===== config.mk =====
export PLATFORM = sky130hd
export DESIGN_NAME = fafu_unit
export DESIGN_NICKNAME = d
export VERILOG_FILES = /design/src/design/fafu_pkg.sv /design/src/design/fafu_adder.sv /design/src/design/fafu_unit.sv
export VERILOG_INCLUDE_DIRS = /design/src /design/src/design
export SDC_FILE = /design/constraint.sdc
export NUM_CORES = 1
export LEC_CHECK = 0
export ABC_AREA = 1
export BUFFER_PORTS_ARGS = -buffer_cell sky130_fd_sc_hd__buf_4
export CORE_MARGIN = 8
export CORE_UTILIZATION = 55
export DETAILED_ROUTE_END_ITERATION = 8
export PLACE_DENSITY = 0.91
export SYNTH_ARGS = -nofsm -noshare
export SYNTH_HDL_FRONTEND = slang
export SYNTH_SLANG_ARGS = --single-unit

===== constraint.sdc =====
create_clock -name clk_i -period 12.5 [get_ports clk_i]
set_clock_uncertainty 0.15 [all_clocks]
set_input_delay 0.625 -clock clk_i [delete_from_list [all_inputs] [get_ports clk_i]]
set_output_delay 0.625 -clock clk_i [all_outputs]
set_load 0.005 [all_outputs]

===== src/design/fafu_defines.svh =====
// constants of the float add and abs-flags unit
`ifndef FAFU_DEFINES_SVH
`define FAFU_DEFINES_SVH

// operation codes and legal issue slots
`define FAFU_OP_ADD 8'h16
`define FAFU_OP_ABS_FLAGS 8'h74
`define FAFU_SLOT_LOW 3'h1
`define FAFU_SLOT_HIGH 3'h4
`define FAFU_LATENCY 3

// exception flag vector, same layout as in the status word
`define FAFU_FLAG_W 7
`define FAFU_BIT_DIVZERO 0
`define FAFU_BIT_INEXACT 1
`define FAFU_BIT_UNDERFLOW 2
`define FAFU_BIT_OVERFLOW 3
`define FAFU_BIT_INVALID 4
`define FAFU_BIT_IN_FLUSH 5
`define FAFU_BIT_OUT_FLUSH 6
`define FAFU_FLAGS_RESET 7'h00

// rounding modes
`define FAFU_RM_NEAREST 2'h0
`define FAFU_RM_ZERO 2'h1
`define FAFU_RM_UP 2'h2
`define FAFU_RM_DOWN 2'h3

// single-precision encodings
`define FAFU_EXP_MAX 8'hFF
`define FAFU_QNAN 32'hFFFFFFFF
`define FAFU_MAX_FINITE 31'h7F7FFFFF

`endif


===== src/design/fafu_pkg.sv =====
// types of the float add and abs-flags unit
`include "fafu_defines.svh"
`default_nettype none
package fafu_pkg;
    typedef struct packed {
        logic valid;
        logic [2:0] slot;
        logic [7:0] opcode;
        logic guard_present;
        logic [31:0] guard;
        logic [31:0] first_source_register;
        logic [31:0] second_source_register;
        logic [6:0] dest;
    } fafu_issue_t;

    typedef struct packed {
        logic valid;
        logic is_add;
        logic [6:0] dest;
        logic [31:0] a;
        logic [31:0] b;
        logic [1:0] rmode;
    } fafu_s1_t;

    typedef struct packed {
        logic valid;
        logic is_add;
        logic [6:0] dest;
        logic [31:0] data;
        logic [`FAFU_FLAG_W-1:0] flags;
    } fafu_s2_t;

    typedef struct packed {
        logic valid;
        logic [6:0] dest;
        logic [31:0] data;
    } fafu_wb_t;
endpackage
`default_nettype wire


===== src/design/fafu_adder.sv =====
// combinational single-precision adder with flush-to-zero
`include "fafu_defines.svh"
`default_nettype none
module fafu_adder (
    // operands and rounding mode
    input wire logic [31:0] a_i,
    input wire logic [31:0] b_i,
    input wire logic [1:0] rmode_i,
    // sum and exception vector
    output logic [31:0] sum_o,
    output logic [`FAFU_FLAG_W-1:0] flags_o
);
    function automatic logic [4:0] lead_zeros(input logic [27:0] v);
        lead_zeros = 5'h1C;
        for (int i = 0; i < 28; i++) begin
            if (v[i]) lead_zeros = 5'(27 - i);
        end
    endfunction

    logic a_nan, b_nan, a_snan, b_snan, a_inf, b_inf, swap, sub, lost;
    logic rs, inc, inexact_flag;
    logic [7:0] eg, es, d;
    logic [27:0] xa, xb, xg, xs, sh, raw, m;
    logic [4:0] lz;
    logic [24:0] rm;
    logic signed [9:0] e;

    always_comb begin
        flags_o = `FAFU_FLAGS_RESET;
        a_nan = a_i[30:23] == `FAFU_EXP_MAX && a_i[22:0] != 23'h000000;
        b_nan = b_i[30:23] == `FAFU_EXP_MAX && b_i[22:0] != 23'h000000;
        a_snan = a_nan && !a_i[22];
        b_snan = b_nan && !b_i[22];
        a_inf = a_i[30:23] == `FAFU_EXP_MAX && !a_nan;
        b_inf = b_i[30:23] == `FAFU_EXP_MAX && !b_nan;
        // denormal inputs become zero: no hidden bit and fraction dropped
        flags_o[`FAFU_BIT_IN_FLUSH] = (a_i[30:23] == 8'h00 &&
            a_i[22:0] != 23'h000000) || (b_i[30:23] == 8'h00 &&
            b_i[22:0] != 23'h000000); // [RQ10]
        xa = (a_i[30:23] == 8'h00) ? 28'h0000000 :
            {2'h1, a_i[22:0], 3'h0}; // [RQ10]
        xb = (b_i[30:23] == 8'h00) ? 28'h0000000 :
            {2'h1, b_i[22:0], 3'h0}; // [RQ10]
        swap = {b_i[30:23], xb} > {a_i[30:23], xa};
        eg = swap ? b_i[30:23] : a_i[30:23];
        es = swap ? a_i[30:23] : b_i[30:23];
        xg = swap ? xb : xa;
        xs = swap ? xa : xb;
        rs = swap ? b_i[31] : a_i[31];
        sub = a_i[31] ^ b_i[31];
        d = eg - es;
        sh = (d > 8'd27) ? 28'h0000000 : xs >> d;
        lost = (d > 8'd27) ? (xs != 28'h0000000) : ((sh << d) != xs);
        sh[0] = sh[0] | lost;
        raw = sub ? xg - sh : xg + sh; // [RQ8]
        e = $signed({2'h0, eg});
        lz = lead_zeros(raw);
        m = raw;
        if (raw[27]) begin
            m = {1'b0, raw[27:2], raw[1] | raw[0]};
            e = e + 10'sd1;
        end else if (raw != 28'h0000000) begin
            m = raw << (lz - 5'h01);
            e = e - $signed({5'h00, lz - 5'h01});
        end
        inexact_flag = |m[2:0];
        case (rmode_i) // [RQ9]
            `FAFU_RM_NEAREST: inc = m[2] & (m[1] | m[0] | m[3]);
            `FAFU_RM_ZERO: inc = 1'b0;
            `FAFU_RM_UP: inc = inexact_flag & !rs;
            `FAFU_RM_DOWN: inc = inexact_flag & rs;
            default: inc = 1'b0;
        endcase
        rm = {1'b0, m[26:3]} + {24'h000000, inc};
        sum_o = {rs, 8'h00, rm[22:0]};
        if (a_nan || b_nan || (a_inf && b_inf && sub)) begin
            sum_o = `FAFU_QNAN;
            flags_o[`FAFU_BIT_INVALID] = a_snan || b_snan ||
                (a_inf && b_inf); // [RQ12]
        end else if (a_inf || b_inf) begin
            sum_o = a_inf ? a_i : b_i;
        end else if (raw == 28'h0000000) begin
            // exact zero: sign follows IEEE, minus when both operands are negative or, for opposite signs, when rounding down
            sum_o = {(a_i[31] & b_i[31]) |
                (sub & (rmode_i == `FAFU_RM_DOWN)), 31'h00000000};
        end else if (e <= 10'sd0) begin
            // tiny results are flushed before rounding is considered
            sum_o = {rs, 31'h00000000}; // [RQ11]
            flags_o[`FAFU_BIT_OUT_FLUSH] = 1'b1; // [RQ11]
            flags_o[`FAFU_BIT_UNDERFLOW] = 1'b1; // [RQ12]
            flags_o[`FAFU_BIT_INEXACT] = 1'b1; // [RQ12]
        end else begin
            e = e + $signed({9'h000, rm[24]});
            flags_o[`FAFU_BIT_INEXACT] = inexact_flag; // [RQ12]
            if (e >= 10'sd255) begin
                flags_o[`FAFU_BIT_OVERFLOW] = 1'b1; // [RQ12]
                flags_o[`FAFU_BIT_INEXACT] = 1'b1; // [RQ12]
                if (rmode_i == `FAFU_RM_NEAREST ||
                    (rmode_i == `FAFU_RM_UP && !rs) ||
                    (rmode_i == `FAFU_RM_DOWN && rs)) begin
                    sum_o = {rs, `FAFU_EXP_MAX, 23'h000000};
                end else begin
                    sum_o = {rs, `FAFU_MAX_FINITE};
                end
            end else begin
                sum_o = {rs, e[7:0], rm[22:0]}; // [RQ8]
            end
        end
    end
endmodule
`default_nettype wire


===== src/design/fafu_unit.sv =====
// float alu slice: float add and abs-value flags, with sticky status flags
`include "fafu_defines.svh"
`default_nettype none
// Operation
// [RQ1] abs-flags opcode 116, one operand, latency three
// [RQ2] add opcode 22, two operands, latency three
// [RQ3] abs-flags writes exception vector of absolute value
// [RQ4] vector uses status word flag bit layout
// [RQ5] abs-flags never changes sticky status flags
// [RQ6] denormal abs-flags source sets input-flush bit
// [RQ7] abs-flags writes destination only if guard set
// [RQ8] add writes single-precision sum to destination
// [RQ9] add rounds by current status word mode
// [RQ10] denormal add inputs flushed, input-flush flag set
// [RQ11] denormal add result becomes zero, output-flush set
// [RQ12] add exceptions set matching status word flags
// [RQ13] flags sticky; only explicit status write clears
// [RQ14] flags update with the destination write
// [RQ15] simultaneous flag updates are ORed with old
// [RQ16] guarded-off add writes neither result nor flags
// [RQ17] unguarded operation is always enabled
module fafu_unit (
    // clock and reset
    input wire logic clk_i,
    input wire logic reset_i,
    // issue from decode
    input wire fafu_pkg::fafu_issue_t issue_i,
    // processor status word fields
    input wire logic [1:0] rounding_mode_i,
    input wire logic status_write_i,
    input wire logic [`FAFU_FLAG_W-1:0] status_write_flags_i,
    input wire logic [`FAFU_FLAG_W-1:0] other_flag_set_i,
    // write-back and sticky flags
    output fafu_pkg::fafu_wb_t wb_o,
    output logic [`FAFU_FLAG_W-1:0] exception_flags_o
);
    fafu_pkg::fafu_s1_t s1_q, s1_d;
    fafu_pkg::fafu_s2_t s2_q, s2_d;
    fafu_pkg::fafu_wb_t wb_q, wb_d;
    logic [`FAFU_FLAG_W-1:0] flags_q, flags_d;
    logic [`FAFU_FLAG_W-1:0] add_flags, abs_flags;
    logic [31:0] add_sum;
    logic slot_ok, enabled, take_add, take_abs;

    fafu_adder u_adder (
        .a_i(s1_q.a),
        .b_i(s1_q.b),
        .rmode_i(s1_q.rmode),
        .sum_o(add_sum),
        .flags_o(add_flags)
    );

    // issue acceptance; other opcodes and slots belong to other units
    always_comb begin
        slot_ok = issue_i.slot == `FAFU_SLOT_LOW ||
            issue_i.slot == `FAFU_SLOT_HIGH; // [RQ1] [RQ2]
        enabled = !issue_i.guard_present || issue_i.guard[0]; // [RQ17]
        take_add = issue_i.valid && slot_ok && enabled &&
            issue_i.opcode == `FAFU_OP_ADD; // [RQ2] [RQ16]
        take_abs = issue_i.valid && slot_ok && enabled &&
            issue_i.opcode == `FAFU_OP_ABS_FLAGS; // [RQ1] [RQ7]
        s1_d.valid = take_add || take_abs;
        s1_d.is_add = take_add;
        s1_d.dest = issue_i.dest;
        s1_d.a = issue_i.first_source_register;
        // the single operand of abs-flags ignores the second source
        s1_d.b = take_add ? issue_i.second_source_register : 32'h00000000;
        s1_d.rmode = rounding_mode_i; // [RQ9]
    end

    // abs never rounds or overflows: only a signalling nan or a
    // denormal can raise anything
    always_comb begin
        abs_flags = `FAFU_FLAGS_RESET;
        abs_flags[`FAFU_BIT_IN_FLUSH] = s1_q.a[30:23] == 8'h00 &&
            s1_q.a[22:0] != 23'h000000; // [RQ6] [RQ4]
        abs_flags[`FAFU_BIT_INVALID] = s1_q.a[30:23] == `FAFU_EXP_MAX &&
            s1_q.a[22:0] != 23'h000000 && !s1_q.a[22]; // [RQ3] [RQ4]
        s2_d.valid = s1_q.valid;
        s2_d.is_add = s1_q.is_add;
        s2_d.dest = s1_q.dest;
        s2_d.data = s1_q.is_add ? add_sum :
            {{(32 - `FAFU_FLAG_W){1'b0}}, abs_flags}; // [RQ3] [RQ8]
        s2_d.flags = s1_q.is_add ? add_flags : `FAFU_FLAGS_RESET; // [RQ5]
    end

    // write-back and status flags move on the same edge
    always_comb begin
        wb_d.valid = s2_q.valid;
        wb_d.dest = s2_q.dest;
        wb_d.data = s2_q.data;
        // a set in the cycle of an explicit write survives that write
        flags_d = (status_write_i ? status_write_flags_i : flags_q) |
            other_flag_set_i; // [RQ13] [RQ15]
        if (s2_q.valid && s2_q.is_add) begin
            flags_d = flags_d | s2_q.flags; // [RQ12] [RQ14] [RQ5]
        end
    end

    always_ff @(posedge clk_i or posedge reset_i) begin
        if (reset_i) begin
            s1_q <= '0;
            s2_q <= '0;
            wb_q <= '0;
            flags_q <= `FAFU_FLAGS_RESET;
        end else begin
            s1_q <= s1_d;
            s2_q <= s2_d;
            wb_q <= wb_d;
            flags_q <= flags_d;
        end
    end

    assign wb_o = wb_q;
    assign exception_flags_o = flags_q;

    a_add_latency: assert property (@(posedge clk_i) // [RQ2]
        disable iff (reset_i)
        take_add |-> ##3 (wb_o.valid &&
        wb_o.dest == $past(issue_i.dest, 3)))
        else $error("add result not written three cycles after issue");

    a_abs_latency: assert property (@(posedge clk_i) // [RQ1]
        disable iff (reset_i)
        take_abs |-> ##3 (wb_o.valid &&
        wb_o.dest == $past(issue_i.dest, 3)))
        else $error("abs flags not written three cycles after issue");

    a_guard_off_quiet: assert property (@(posedge clk_i) // [RQ16] [RQ7]
        disable iff (reset_i)
        (issue_i.guard_present && !issue_i.guard[0] && !s1_q.valid &&
        !s2_q.valid) |-> ##3 !wb_o.valid)
        else $error("guarded-off operation wrote its destination");

    a_abs_denorm_flag: assert property (@(posedge clk_i) // [RQ6]
        disable iff (reset_i)
        (take_abs && issue_i.first_source_register[30:23] == 8'h00 &&
        issue_i.first_source_register[22:0] != 23'h000000)
        |-> ##3 wb_o.data == 32'h00000020)
        else $error("denormal abs source lost input flush bit");

    a_abs_normal_clean: assert property (@(posedge clk_i) // [RQ3]
        disable iff (reset_i)
        (take_abs && issue_i.first_source_register[30:23] != 8'h00 &&
        issue_i.first_source_register[30:23] != 8'hFF)
        |-> ##3 wb_o.data == 32'h00000000)
        else $error("finite abs source raised a flag");

    a_abs_no_status: assert property (@(posedge clk_i) // [RQ5]
        disable iff (reset_i)
        (s2_q.valid && !s2_q.is_add && !status_write_i &&
        other_flag_set_i == `FAFU_FLAGS_RESET)
        |=> exception_flags_o == $past(exception_flags_o))
        else $error("abs flags operation changed status flags");

    a_flags_sticky: assert property (@(posedge clk_i) // [RQ13]
        disable iff (reset_i)
        !status_write_i |=> (exception_flags_o &
        $past(exception_flags_o)) == $past(exception_flags_o))
        else $error("status flag cleared without explicit write");

    a_flags_or_merge: assert property (@(posedge clk_i) // [RQ15]
        disable iff (reset_i)
        1'b1 |=> (exception_flags_o & $past(other_flag_set_i)) ==
        $past(other_flag_set_i))
        else $error("simultaneous flag update was lost");

    a_flags_with_write: assert property (@(posedge clk_i) // [RQ14]
        disable iff (reset_i)
        (!$past(status_write_i) &&
        $past(other_flag_set_i) == `FAFU_FLAGS_RESET &&
        exception_flags_o != $past(exception_flags_o)) |-> wb_o.valid)
        else $error("status flags moved without a result write");

    a_add_in_flush: assert property (@(posedge clk_i) // [RQ10]
        disable iff (reset_i)
        (take_add && ((issue_i.first_source_register[30:23] == 8'h00 &&
        issue_i.first_source_register[22:0] != 23'h000000) ||
        (issue_i.second_source_register[30:23] == 8'h00 &&
        issue_i.second_source_register[22:0] != 23'h000000)))
        |-> ##3 exception_flags_o[`FAFU_BIT_IN_FLUSH])
        else $error("denormal add source left input flush clear");

    a_add_no_denorm: assert property (@(posedge clk_i) // [RQ11]
        disable iff (reset_i)
        (s2_q.valid && s2_q.is_add) |=> (wb_o.data[30:23] != 8'h00 ||
        wb_o.data[22:0] == 23'h000000))
        else $error("add wrote a denormal result");

    a_add_flags_set: assert property (@(posedge clk_i) // [RQ12] [RQ14]
        disable iff (reset_i)
        (s2_q.valid && s2_q.is_add) |=> (wb_o.valid &&
        (exception_flags_o & $past(s2_q.flags)) == $past(s2_q.flags)))
        else $error("add exception flags not set with its write");

    a_abs_snan_flag: assert property (@(posedge clk_i) // [RQ3] [RQ4]
        disable iff (reset_i)
        (take_abs && issue_i.first_source_register[30:23] == 8'hFF &&
        issue_i.first_source_register[22:0] != 23'h000000 &&
        !issue_i.first_source_register[22])
        |-> ##3 wb_o.data == 32'h00000010)
        else $error("signalling nan abs source lost invalid bit");

    a_abs_upper_zero: assert property (@(posedge clk_i) // [RQ3]
        disable iff (reset_i)
        take_abs |-> ##3 wb_o.data[31:`FAFU_FLAG_W] == 25'h0000000)
        else $error("abs flag vector has bits above the flag field");

    a_unguarded_take: assert property (@(posedge clk_i) // [RQ17]
        disable iff (reset_i)
        (issue_i.valid && !issue_i.guard_present &&
        (issue_i.slot == `FAFU_SLOT_LOW ||
        issue_i.slot == `FAFU_SLOT_HIGH) &&
        (issue_i.opcode == `FAFU_OP_ADD ||
        issue_i.opcode == `FAFU_OP_ABS_FLAGS)) |-> ##3 wb_o.valid)
        else $error("unguarded operation was not written back");

    a_slot_refused: assert property (@(posedge clk_i) // [RQ1] [RQ2]
        disable iff (reset_i)
        (issue_i.slot != `FAFU_SLOT_LOW &&
        issue_i.slot != `FAFU_SLOT_HIGH) |-> ##3 !wb_o.valid)
        else $error("operation from a foreign slot was written back");

    a_opcode_refused: assert property (@(posedge clk_i) // [RQ1] [RQ2]
        disable iff (reset_i)
        (issue_i.opcode != `FAFU_OP_ADD &&
        issue_i.opcode != `FAFU_OP_ABS_FLAGS) |-> ##3 !wb_o.valid)
        else $error("foreign operation code was written back");
endmodule
`default_nettype wire


==> impl_metrics.csv, run 1 <==
group,metric,value,unit
status,outcome,"aborted with a tool error",
status,failing_step,"5_1_grt",
status,error_line,"[ERROR GRT-0116] Global routing finished with congestion. Check the congestion regions in the DRC Viewer.",
global_route,grt_max_degree,96,
die,die_width,189,µm
die,die-height,189,µm
logic_synthesis,synth.top_cell.area_share,25.4,%
logic_synthesis,synth_edf_count,0,
die,start_util,55.8,%
cts,numCtsBuffers,17,
logic_synthesis,synthFlopType,"dfrtp_1",
cts,clock_sinks,168,
placement,placed_cells,3577,
global_route,overflow,857,
logic_synthesis,synth-async-reset-ratio,100,%
logic_synthesis,ys_ff_latch,168,
logic_synthesis,synth.largest_area_cell,"dfrtp_1",
cts,clockBufferDepth,2,
logic_synthesis,syn-num-nets,2842,
logic_synthesis,syn_inst,2631,
die,pin_count,182,
cts,htreeDepth,4,
logic_synthesis,synthTopCellsByArea,"dfrtp_1 (25%), nand2_1 (17%), nand3_1 (15%), ha_1 (5.7%), inv_1 (5.7%)",
global_route,grt_pass1_wl,226000,µm
logic_synthesis,synth_warnings,0,
placement,gp_congestion,1.20,
placement,post-dp-hpwl,53000,µm
cts,ctsHoldBuffers,0,
die,row_count,63,
placement,port_buffers,150,
logic_synthesis,synth_cell_type_count,61,
global_route,gr-usage-all-layers,82.5,%
logic_synthesis,netlist_area,16500,µm²
logic_synthesis,ys_seq_area_share,25.4,%
global_route,grt_pass1_vias,32700,
logic_synthesis,ys_top_cells_by_count,"nand2_1 (762), nand3_1 (481), inv_1 (250), nor2_1 (196), dfrtp_1 (168)",
logic_synthesis,syn_avg_cell_area,6.29,µm²
logic_synthesis,yosysMostFrequentCell,"nand2_1",
cts,cts-root-buf,"clkbuf_16",
-- metrics by stage --
| step | cell area, µm² | utilization [%] | TNS [ns] | setup slack, ns |
|---|---|---|---|---|
| CTS | 24800 | 83.8 | -35.52 | -1.15 |
| detailed placement | 21700 | 73.1 | -59.94 | -1.88 |
| global placement | 21700 | 73.1 | -21.66 | -0.705 |
| floorplan | 16600 | - | 0 | 0.00205 |
-- repair_timing --
item	CTS
setup endpoints to repair	34
pin swaps	176
buffers inserted	77
cloned	9
resized for setup	416
-- layer usage --
| layer | overflow | global-route usage [%] |
|---|---|---|
| met1 | 62 | 79.9 |
| met2 | 480 | 94.6 |
| met3 | 65 | 73.2 |
| met4 | 243 | 82.4 |
| met5 | 7 | 60.7 |
-- cell families after synthesis --
group	Yosys count	share of synthesized area [%]
buf+inv	397	9.93
compound gates	279	9.82
flops	168	25.4
xor+xnor	71	3.85
fa+ha+maj	76	5.79
simple gates	1640	45.2
==> run 2: changes to the inputs <==
--- a/config.mk
+++ b/config.mk
@@ -9,9 +9,9 @@
 export ABC_AREA = 1
 export BUFFER_PORTS_ARGS = -buffer_cell sky130_fd_sc_hd__buf_4
 export CORE_MARGIN = 8
-export CORE_UTILIZATION = 55
+export CORE_UTILIZATION = 40
 export DETAILED_ROUTE_END_ITERATION = 8
-export PLACE_DENSITY = 0.91
+export PLACE_DENSITY_LB_ADDON = 0.15
 export SYNTH_ARGS = -nofsm -noshare
 export SYNTH_HDL_FRONTEND = slang
 export SYNTH_SLANG_ARGS = --single-unit
==> constraint.sdc (replaced) <==
create_clock -name clk_i -period 16.2 [get_ports clk_i]
set_clock_uncertainty 0.15 [all_clocks]
set_input_delay 0.81 -clock clk_i [delete_from_list [all_inputs] [get_ports clk_i]]
set_output_delay 0.81 -clock clk_i [all_outputs]
set_load 0.005 [all_outputs]
==> impl_metrics.csv, run 2 <==
group,metric,value,unit
timing,fmax,67.0,MHz
hold_path,hold_start,"s2_q[36]",
die,die-height,219,µm
layout,diodes,0,
logic_synthesis,syn_inst,2631,
worst_setup_path,critical_path_buf_inv_count,12,
logic_synthesis,synth.top_cell.area_share,25.4,%
global_route,gr-usage-all-layers,24.7,%
cts,clockBufferDepth,2,
logic_synthesis,synth-async-reset-ratio,100,%
cts,htreeDepth,4,
cts,numCtsBuffers,17,
die,pin_count,182,
layout,synthToLayoutAreaGrowth,14.7,%
power_and_ir_drop,p_leak,0.00979,µW
die,die_width,219,µm
layout,seqCellArea,4200,µm²
layout,largest_reg_flops,75,
layout,final_common_cell,"nand2_1",
die,fp.coreArea,40800,µm²
logic_synthesis,synthFlopType,"dfrtp_1",
worst_setup_path,timing.rr.end,"s2_q[27]",
run,timing.max_cap.violations,0,
logic_synthesis,synth_cell_type_count,61,
worst_setup_path,worstPathMaxFanout,25,
worst_setup_path,slowest_stage,"o22ai_1",
worst_setup_path,crit_top_cell,"nand2_1",
logic_synthesis,synth.largest_area_cell,"dfrtp_1",
placement,gp_congestion,1.01,
timing,hold_viol_final,0,
status,outcome,"complete, no violations",
logic_synthesis,yosysMostFrequentCell,"nand2_1",
route,drt-vias-per-instance,5.52,
global_route,grt_pass1_vias,17300,
logic_synthesis,ys_ff_latch,168,
placement,post-dp-hpwl,48300,µm
placement,port_buffers,150,
hold_path,hold_path_end,"wb_o[29]",
timing,tightest_slew,1.08,ns
cts,clock_sinks,168,
worst_setup_path,rr_startpoint,"s1_q[25]",
layout,multi_input_comb_area,10900,µm²
logic_synthesis,syn_avg_cell_area,6.29,µm²
global_route,overflow,0,
global_route,grt_pass1_wl,94300,µm
power_and_ir_drop,irDropWorstVdd,0.000116,V
global_route,grt_max_degree,107,
worst_setup_path,required,16.32,ns
logic_synthesis,synthTopCellsByArea,"dfrtp_1 (25%), nand2_1 (17%), nand3_1 (15%), ha_1 (5.7%), inv_1 (5.7%)",
worst_setup_path,cp-end-kind,"flop",
timing,min_period,14.93,ns
cts,path_clk_slew,0.06,ns
logic_synthesis,ys_top_cells_by_count,"nand2_1 (762), nand3_1 (481), inv_1 (250), nor2_1 (196), dfrtp_1 (168)",
worst_setup_path,worst_r2r_path_depth,89,
cts,cts-root-buf,"clkbuf_16",
timing,setup_tns,0,ns
timing,final.setup.worst_slack,1.27,ns
logic_synthesis,syn-num-nets,2842,
global_route,antenna_found_initial,0,
logic_synthesis,synth_warnings,0,
worst_setup_path,max_stage_delay,0.66,ns
timing,drv_slew,0,
layout,layout_common_cells,"nand2_1 (759), nand3_1 (473), inv_1 (249)",
worst_setup_path,r2r_setup_slack,1.27,ns
hold_path,hp-class,"reg2reg",
route,routed_wl,60900,µm
die,dieArea,48100,µm²
route,detail-route-antenna-nets,0,
timing,period_share,92.2,%
worst_setup_path,critical-path-top-delay-family,"simple AND/OR/NAND/NOR gates",
route,drc,0,
logic_synthesis,ys_seq_area_share,25.4,%
worst_setup_path,crit_path_start_kind,"flop",
route,wl_per_cell,18.6,µm
route,drt_pre_antenna_iters,9,
timing,setup_viol,0,
logic_synthesis,netlist_area,16500,µm²
cts,cts_tree,"built",
hold_path,holdPathStages,0,
power_and_ir_drop,pwr_density_cell,181,nW/µm²
route,drt_iter0_markers,1834,
cts,clk_latency,0.44,ns
die,row_count,74,
layout,regMostFlops,"s1_q",
route,vias,18100,
worst_setup_path,crit_type,"reg2reg",
placement,pre_cts_ws,0.375,ns
layout,nFillCells,4318,
timing,maxSlewHeadroom,26.9,%
die,start_util,40.5,%
layout,layout.nets,2943,
layout,drive_gt1_share,14.0,%
logic_synthesis,synth_edf_count,0,
worst_setup_path,arrival,15.05,ns
run 2: cell counts after synthesis:
Identical to the previous run, type by type.
run 2: worst max path at each step:
| stage | start | depth (start not counted) | to |
|---|---|---|---|
| global placement | s1_q[25] | 99 | s2_q[12] |
| detailed placement | s1_q[25] | 99 | s2_q[12] |
| CTS | s1_q[25] | 99 | s2_q[12] |
| global route | s1_q[25] | 100 | s2_q[10] |
| finish | s1_q[25] | 89 | s2_q[27] |
| floorplan | s1_q[25] | 106 | s2_q[20] |
run 2: logic make-up (layout without fill, tap and decap cells):
| family | count (synthesis) | after routing | share of synthesized area (%) |
|---|---|---|---|
| AOI/OAI and AO/OA | 279 | 279 | 9.82 |
| xor gates and xnor gates | 71 | 71 | 3.85 |
| adders and majority gates | 76 | 76 | 5.79 |
| buffers and inverters | 397 | 510 | 9.93 |
| DFF | 168 | 168 | 25.4 |
| and+or+nand+nor | 1640 | 1640 | 45.2 |
run 2: area by class of cell:
type | instances | area share, %
flip-flops and latches | 168 | 22.2
clock inverters | 12 | 0.871
clock buffers | 19 | 2.34
repair buffers | 199 | 8.01
inverters | 277 | 5.61
well taps | 532 | 3.51
multi-input cells | 2066 | 57.4
repair inverters | 3 | 0.0792
run 2: power breakdown:
| part | leakage [µW] | internal [µW] | switching [µW] | total [µW] |
|---|---|---|---|---|
| sequential | 0.00219 | 428 | 5.17 | 433 |
| clock | 0.000293 | 249 | 174 | 423 |
| combinational | 0.00731 | 812 | 1770 | 2580 |
run 2: repair_timing:
item / CTS / global route
setup endpoints to repair: 0 / 33
hold endpoints to repair: 0 / 0
buffers inserted: 0 / 3
resized for setup: 0 / 44
hold buffers: 0 / 0
run 2: per-stage QoR:
stage	area (µm²)	hold WS (ns)	util [%]	instances	total power, µW
2_1_floorplan	16500	0.181	-	2631	2270
3_3_place_gp	18100	0.182	44.4	3239	2920
3_5_place_dp	18100	0.185	44.4	3239	2920
4_1_cts	18800	0.193	45.9	3270	3360
5_1_grt	19000	0.202	46.5	3276	3750
6_report	19000	0.191	46.5	3276	3440
run 2: routing by layer:
layer | up-vias | wire [µm] | GRT usage [%]
met1 | 8417 | 26600 | 32.6
met2 | 634 | 28500 | 40.7
met4 | 0 | 1850 | 7.85
li1 | 8920 | - | -
met3 | 103 | 3920 | 4.23
met5 | - | 0 | 0
(Power assumes the default switching activity.)
==> run 3: changes to the inputs <==
--- a/config.mk
+++ b/config.mk
@@ -9,7 +9,7 @@
 export ABC_AREA = 1
 export BUFFER_PORTS_ARGS = -buffer_cell sky130_fd_sc_hd__buf_4
 export CORE_MARGIN = 8
-export CORE_UTILIZATION = 40
+export CORE_UTILIZATION = 56
 export DETAILED_ROUTE_END_ITERATION = 8
 export PLACE_DENSITY_LB_ADDON = 0.15
 export SYNTH_ARGS = -nofsm -noshare
==> impl_metrics.csv, run 3 (synthesis gave the netlist of run 2 again) <==
group,metric,value,unit
worst_setup_path,cp-end-kind,"flop",
layout,final_common_cell,"nand2_1",
die,die-height,188,µm
timing,setup_viol,0,
worst_setup_path,crit_top_cell,"nand2_1",
worst_setup_path,rr_startpoint,"s1_q[57]",
timing,period_share,95.2,%
layout,diodes,0,
layout,layout_common_cells,"nand2_1 (755), nand3_1 (471), inv_1 (245)",
hold_path,holdPathStages,0,
route,wl_per_cell,19.9,µm
cts,cts_tree,"built",
route,drc,0,
worst_setup_path,r2r_setup_slack,0.78,ns
cts,clk_latency,0.43,ns
worst_setup_path,timing.rr.end,"s2_q[28]",
route,detail-route-antenna-nets,0,
global_route,grt_max_degree,89,
cts,clockBufferDepth,2,
die,fp.coreArea,29300,µm²
placement,placed_cells,3104,
hold_path,hold_start,"s1_q[67]",
timing,drv_slew,0,
die,die_width,188,µm
placement,post-dp-hpwl,47200,µm
worst_setup_path,arrival,15.54,ns
placement,gp_congestion,1.06,
hold_path,hp-class,"reg2reg",
worst_setup_path,slowest_stage,"dfrtp_1",
global_route,grt_pass1_vias,17800,
global_route,overflow,0,
die,start_util,56.4,%
cts,cts-root-buf,"clkbuf_16",
timing,hold_viol_final,0,
worst_setup_path,worstPathMaxFanout,29,
placement,port_buffers,150,
worst_setup_path,max_stage_delay,0.41,ns
layout,synthToLayoutAreaGrowth,15.6,%
timing,whs,0.200,ns
layout,drive_gt1_share,15.6,%
cts,path_clk_slew,0.08,ns
worst_setup_path,startpoint,"s1_q[57]",
timing,fmax,64.8,MHz
timing,tightest_slew,0.993,ns
cts,htreeDepth,4,
die,dieArea,35300,µm²
status,outcome,"complete, no violations",
layout,finish.utilization,65.2,%
power_and_ir_drop,irDropWorstVdd,0.000121,V
hold_path,hold_path_end,"s2_q[40]",
route,drt_iter0_markers,2058,
layout,largest_reg_flops,75,
power_and_ir_drop,total_power,3610,µW
worst_setup_path,crit_path_start_kind,"flop",
timing,setup_tns,0,ns
cts,numCtsBuffers,17,
run,timing.max_cap.violations,0,
route,drt_pre_antenna_iters,7,
route,routed_wl,62900,µm
timing,min_period,15.42,ns
worst_setup_path,worst_r2r_path_depth,94,
route,vias,19300,
cts,ctsHoldBuffers,0,
layout,regMostFlops,"s1_q",
worst_setup_path,required,16.31,ns
global_route,grt_pass1_wl,96800,µm
layout,instances_no_fill,3154,
route,drt-vias-per-instance,6.11,
global_route,antenna_found_initial,0,
global_route,gr-usage-all-layers,34.2,%
power_and_ir_drop,p_leak,0.00994,µW
timing,maxSlewHeadroom,33.7,%
die,pin_count,182,
die,row_count,63,
power_and_ir_drop,pwr_density_cell,189,nW/µm²
worst_setup_path,crit_type,"reg2reg",
cts,clock_sinks,168,
layout,layout.nets,2962,
[run 3: changes by cell type in the layout (fill, tap and decap cells not counted), sizes merged]
cell / change
buf: +18
clkbuf: -1
bufinv: -2
clkinvlp: +1
clkinv: +4
[run 3: worst max-delay path, delay by kind of cell, from the launching register on]
kind,cells,cell delay [ns]
simple gates,62,9.16
fa+ha+maj,8,1.90
compound gates,11,1.85
buf+inv,11,1.22
xor+xnor,2,0.53
flops,1,0.41
[run 3: timing repair]
action | 4_1_cts | 5_1_grt
endpoints found under the setup margin | 24 | 33
cloned | 1 | 3
setup buffers | 0 | 14
gates resized for setup | 5 | 72
pin swaps | 0 | 20
[run 3: metrics by stage]
step / setup slack (ns) / instance area [µm²]
global placement: 0.514 / 18000
finish: 0.779 / 19100
CTS: 0.0327 / 18700
floorplan: 3.28 / 16500
detailed placement: 0.00393 / 18000
global route: -0.278 / 19100
[run 3: worst max-delay path by stage]
stage               end  slack, ns  cells past startpoint
6_report       s2_q[28]       0.78                     94
5_1_grt        s2_q[16]      -0.28                    103
4_1_cts        s2_q[24]       0.03                    101
3_5_place_dp   s2_q[16]      0.004                    101
3_3_place_gp   s2_q[24]       0.51                    101
2_1_floorplan  s2_q[20]       3.28                    106
[run 3: cell type report]
type,instances,area [µm²]
clock buffer,17,425
clock inverter,15,201
fill,2677,10200
inverter,277,1070
multi-input combinational,2066,11000
sequential,168,4200
tap,390,488
timing repair buffer,218,1680
timing repair inverter,3,18.8
[run 3: where the power goes]
group / switching, µW / internal [µW] / leakage (µW) / total, µW
registers: 5.15 / 427 / 0.00219 / 433
logic: 1920 / 834 / 0.00744 / 2750
clock network: 202 / 224 / 0.000301 / 427
[run 3: metal layers]
metal | vias to the layer above | track usage [%] | wire, µm | share of wire [%]
li1 | 8947 | - | - | -
met1 | 8889 | 42.4 | 24100 | 38
met2 | 1152 | 54.0 | 28200 | 45
met3 | 291 | 6.56 | 5790 | 9.2
met4 | 0 | 21.8 | 4750 | 7.6
met5 | - | 0 | 0 | 0
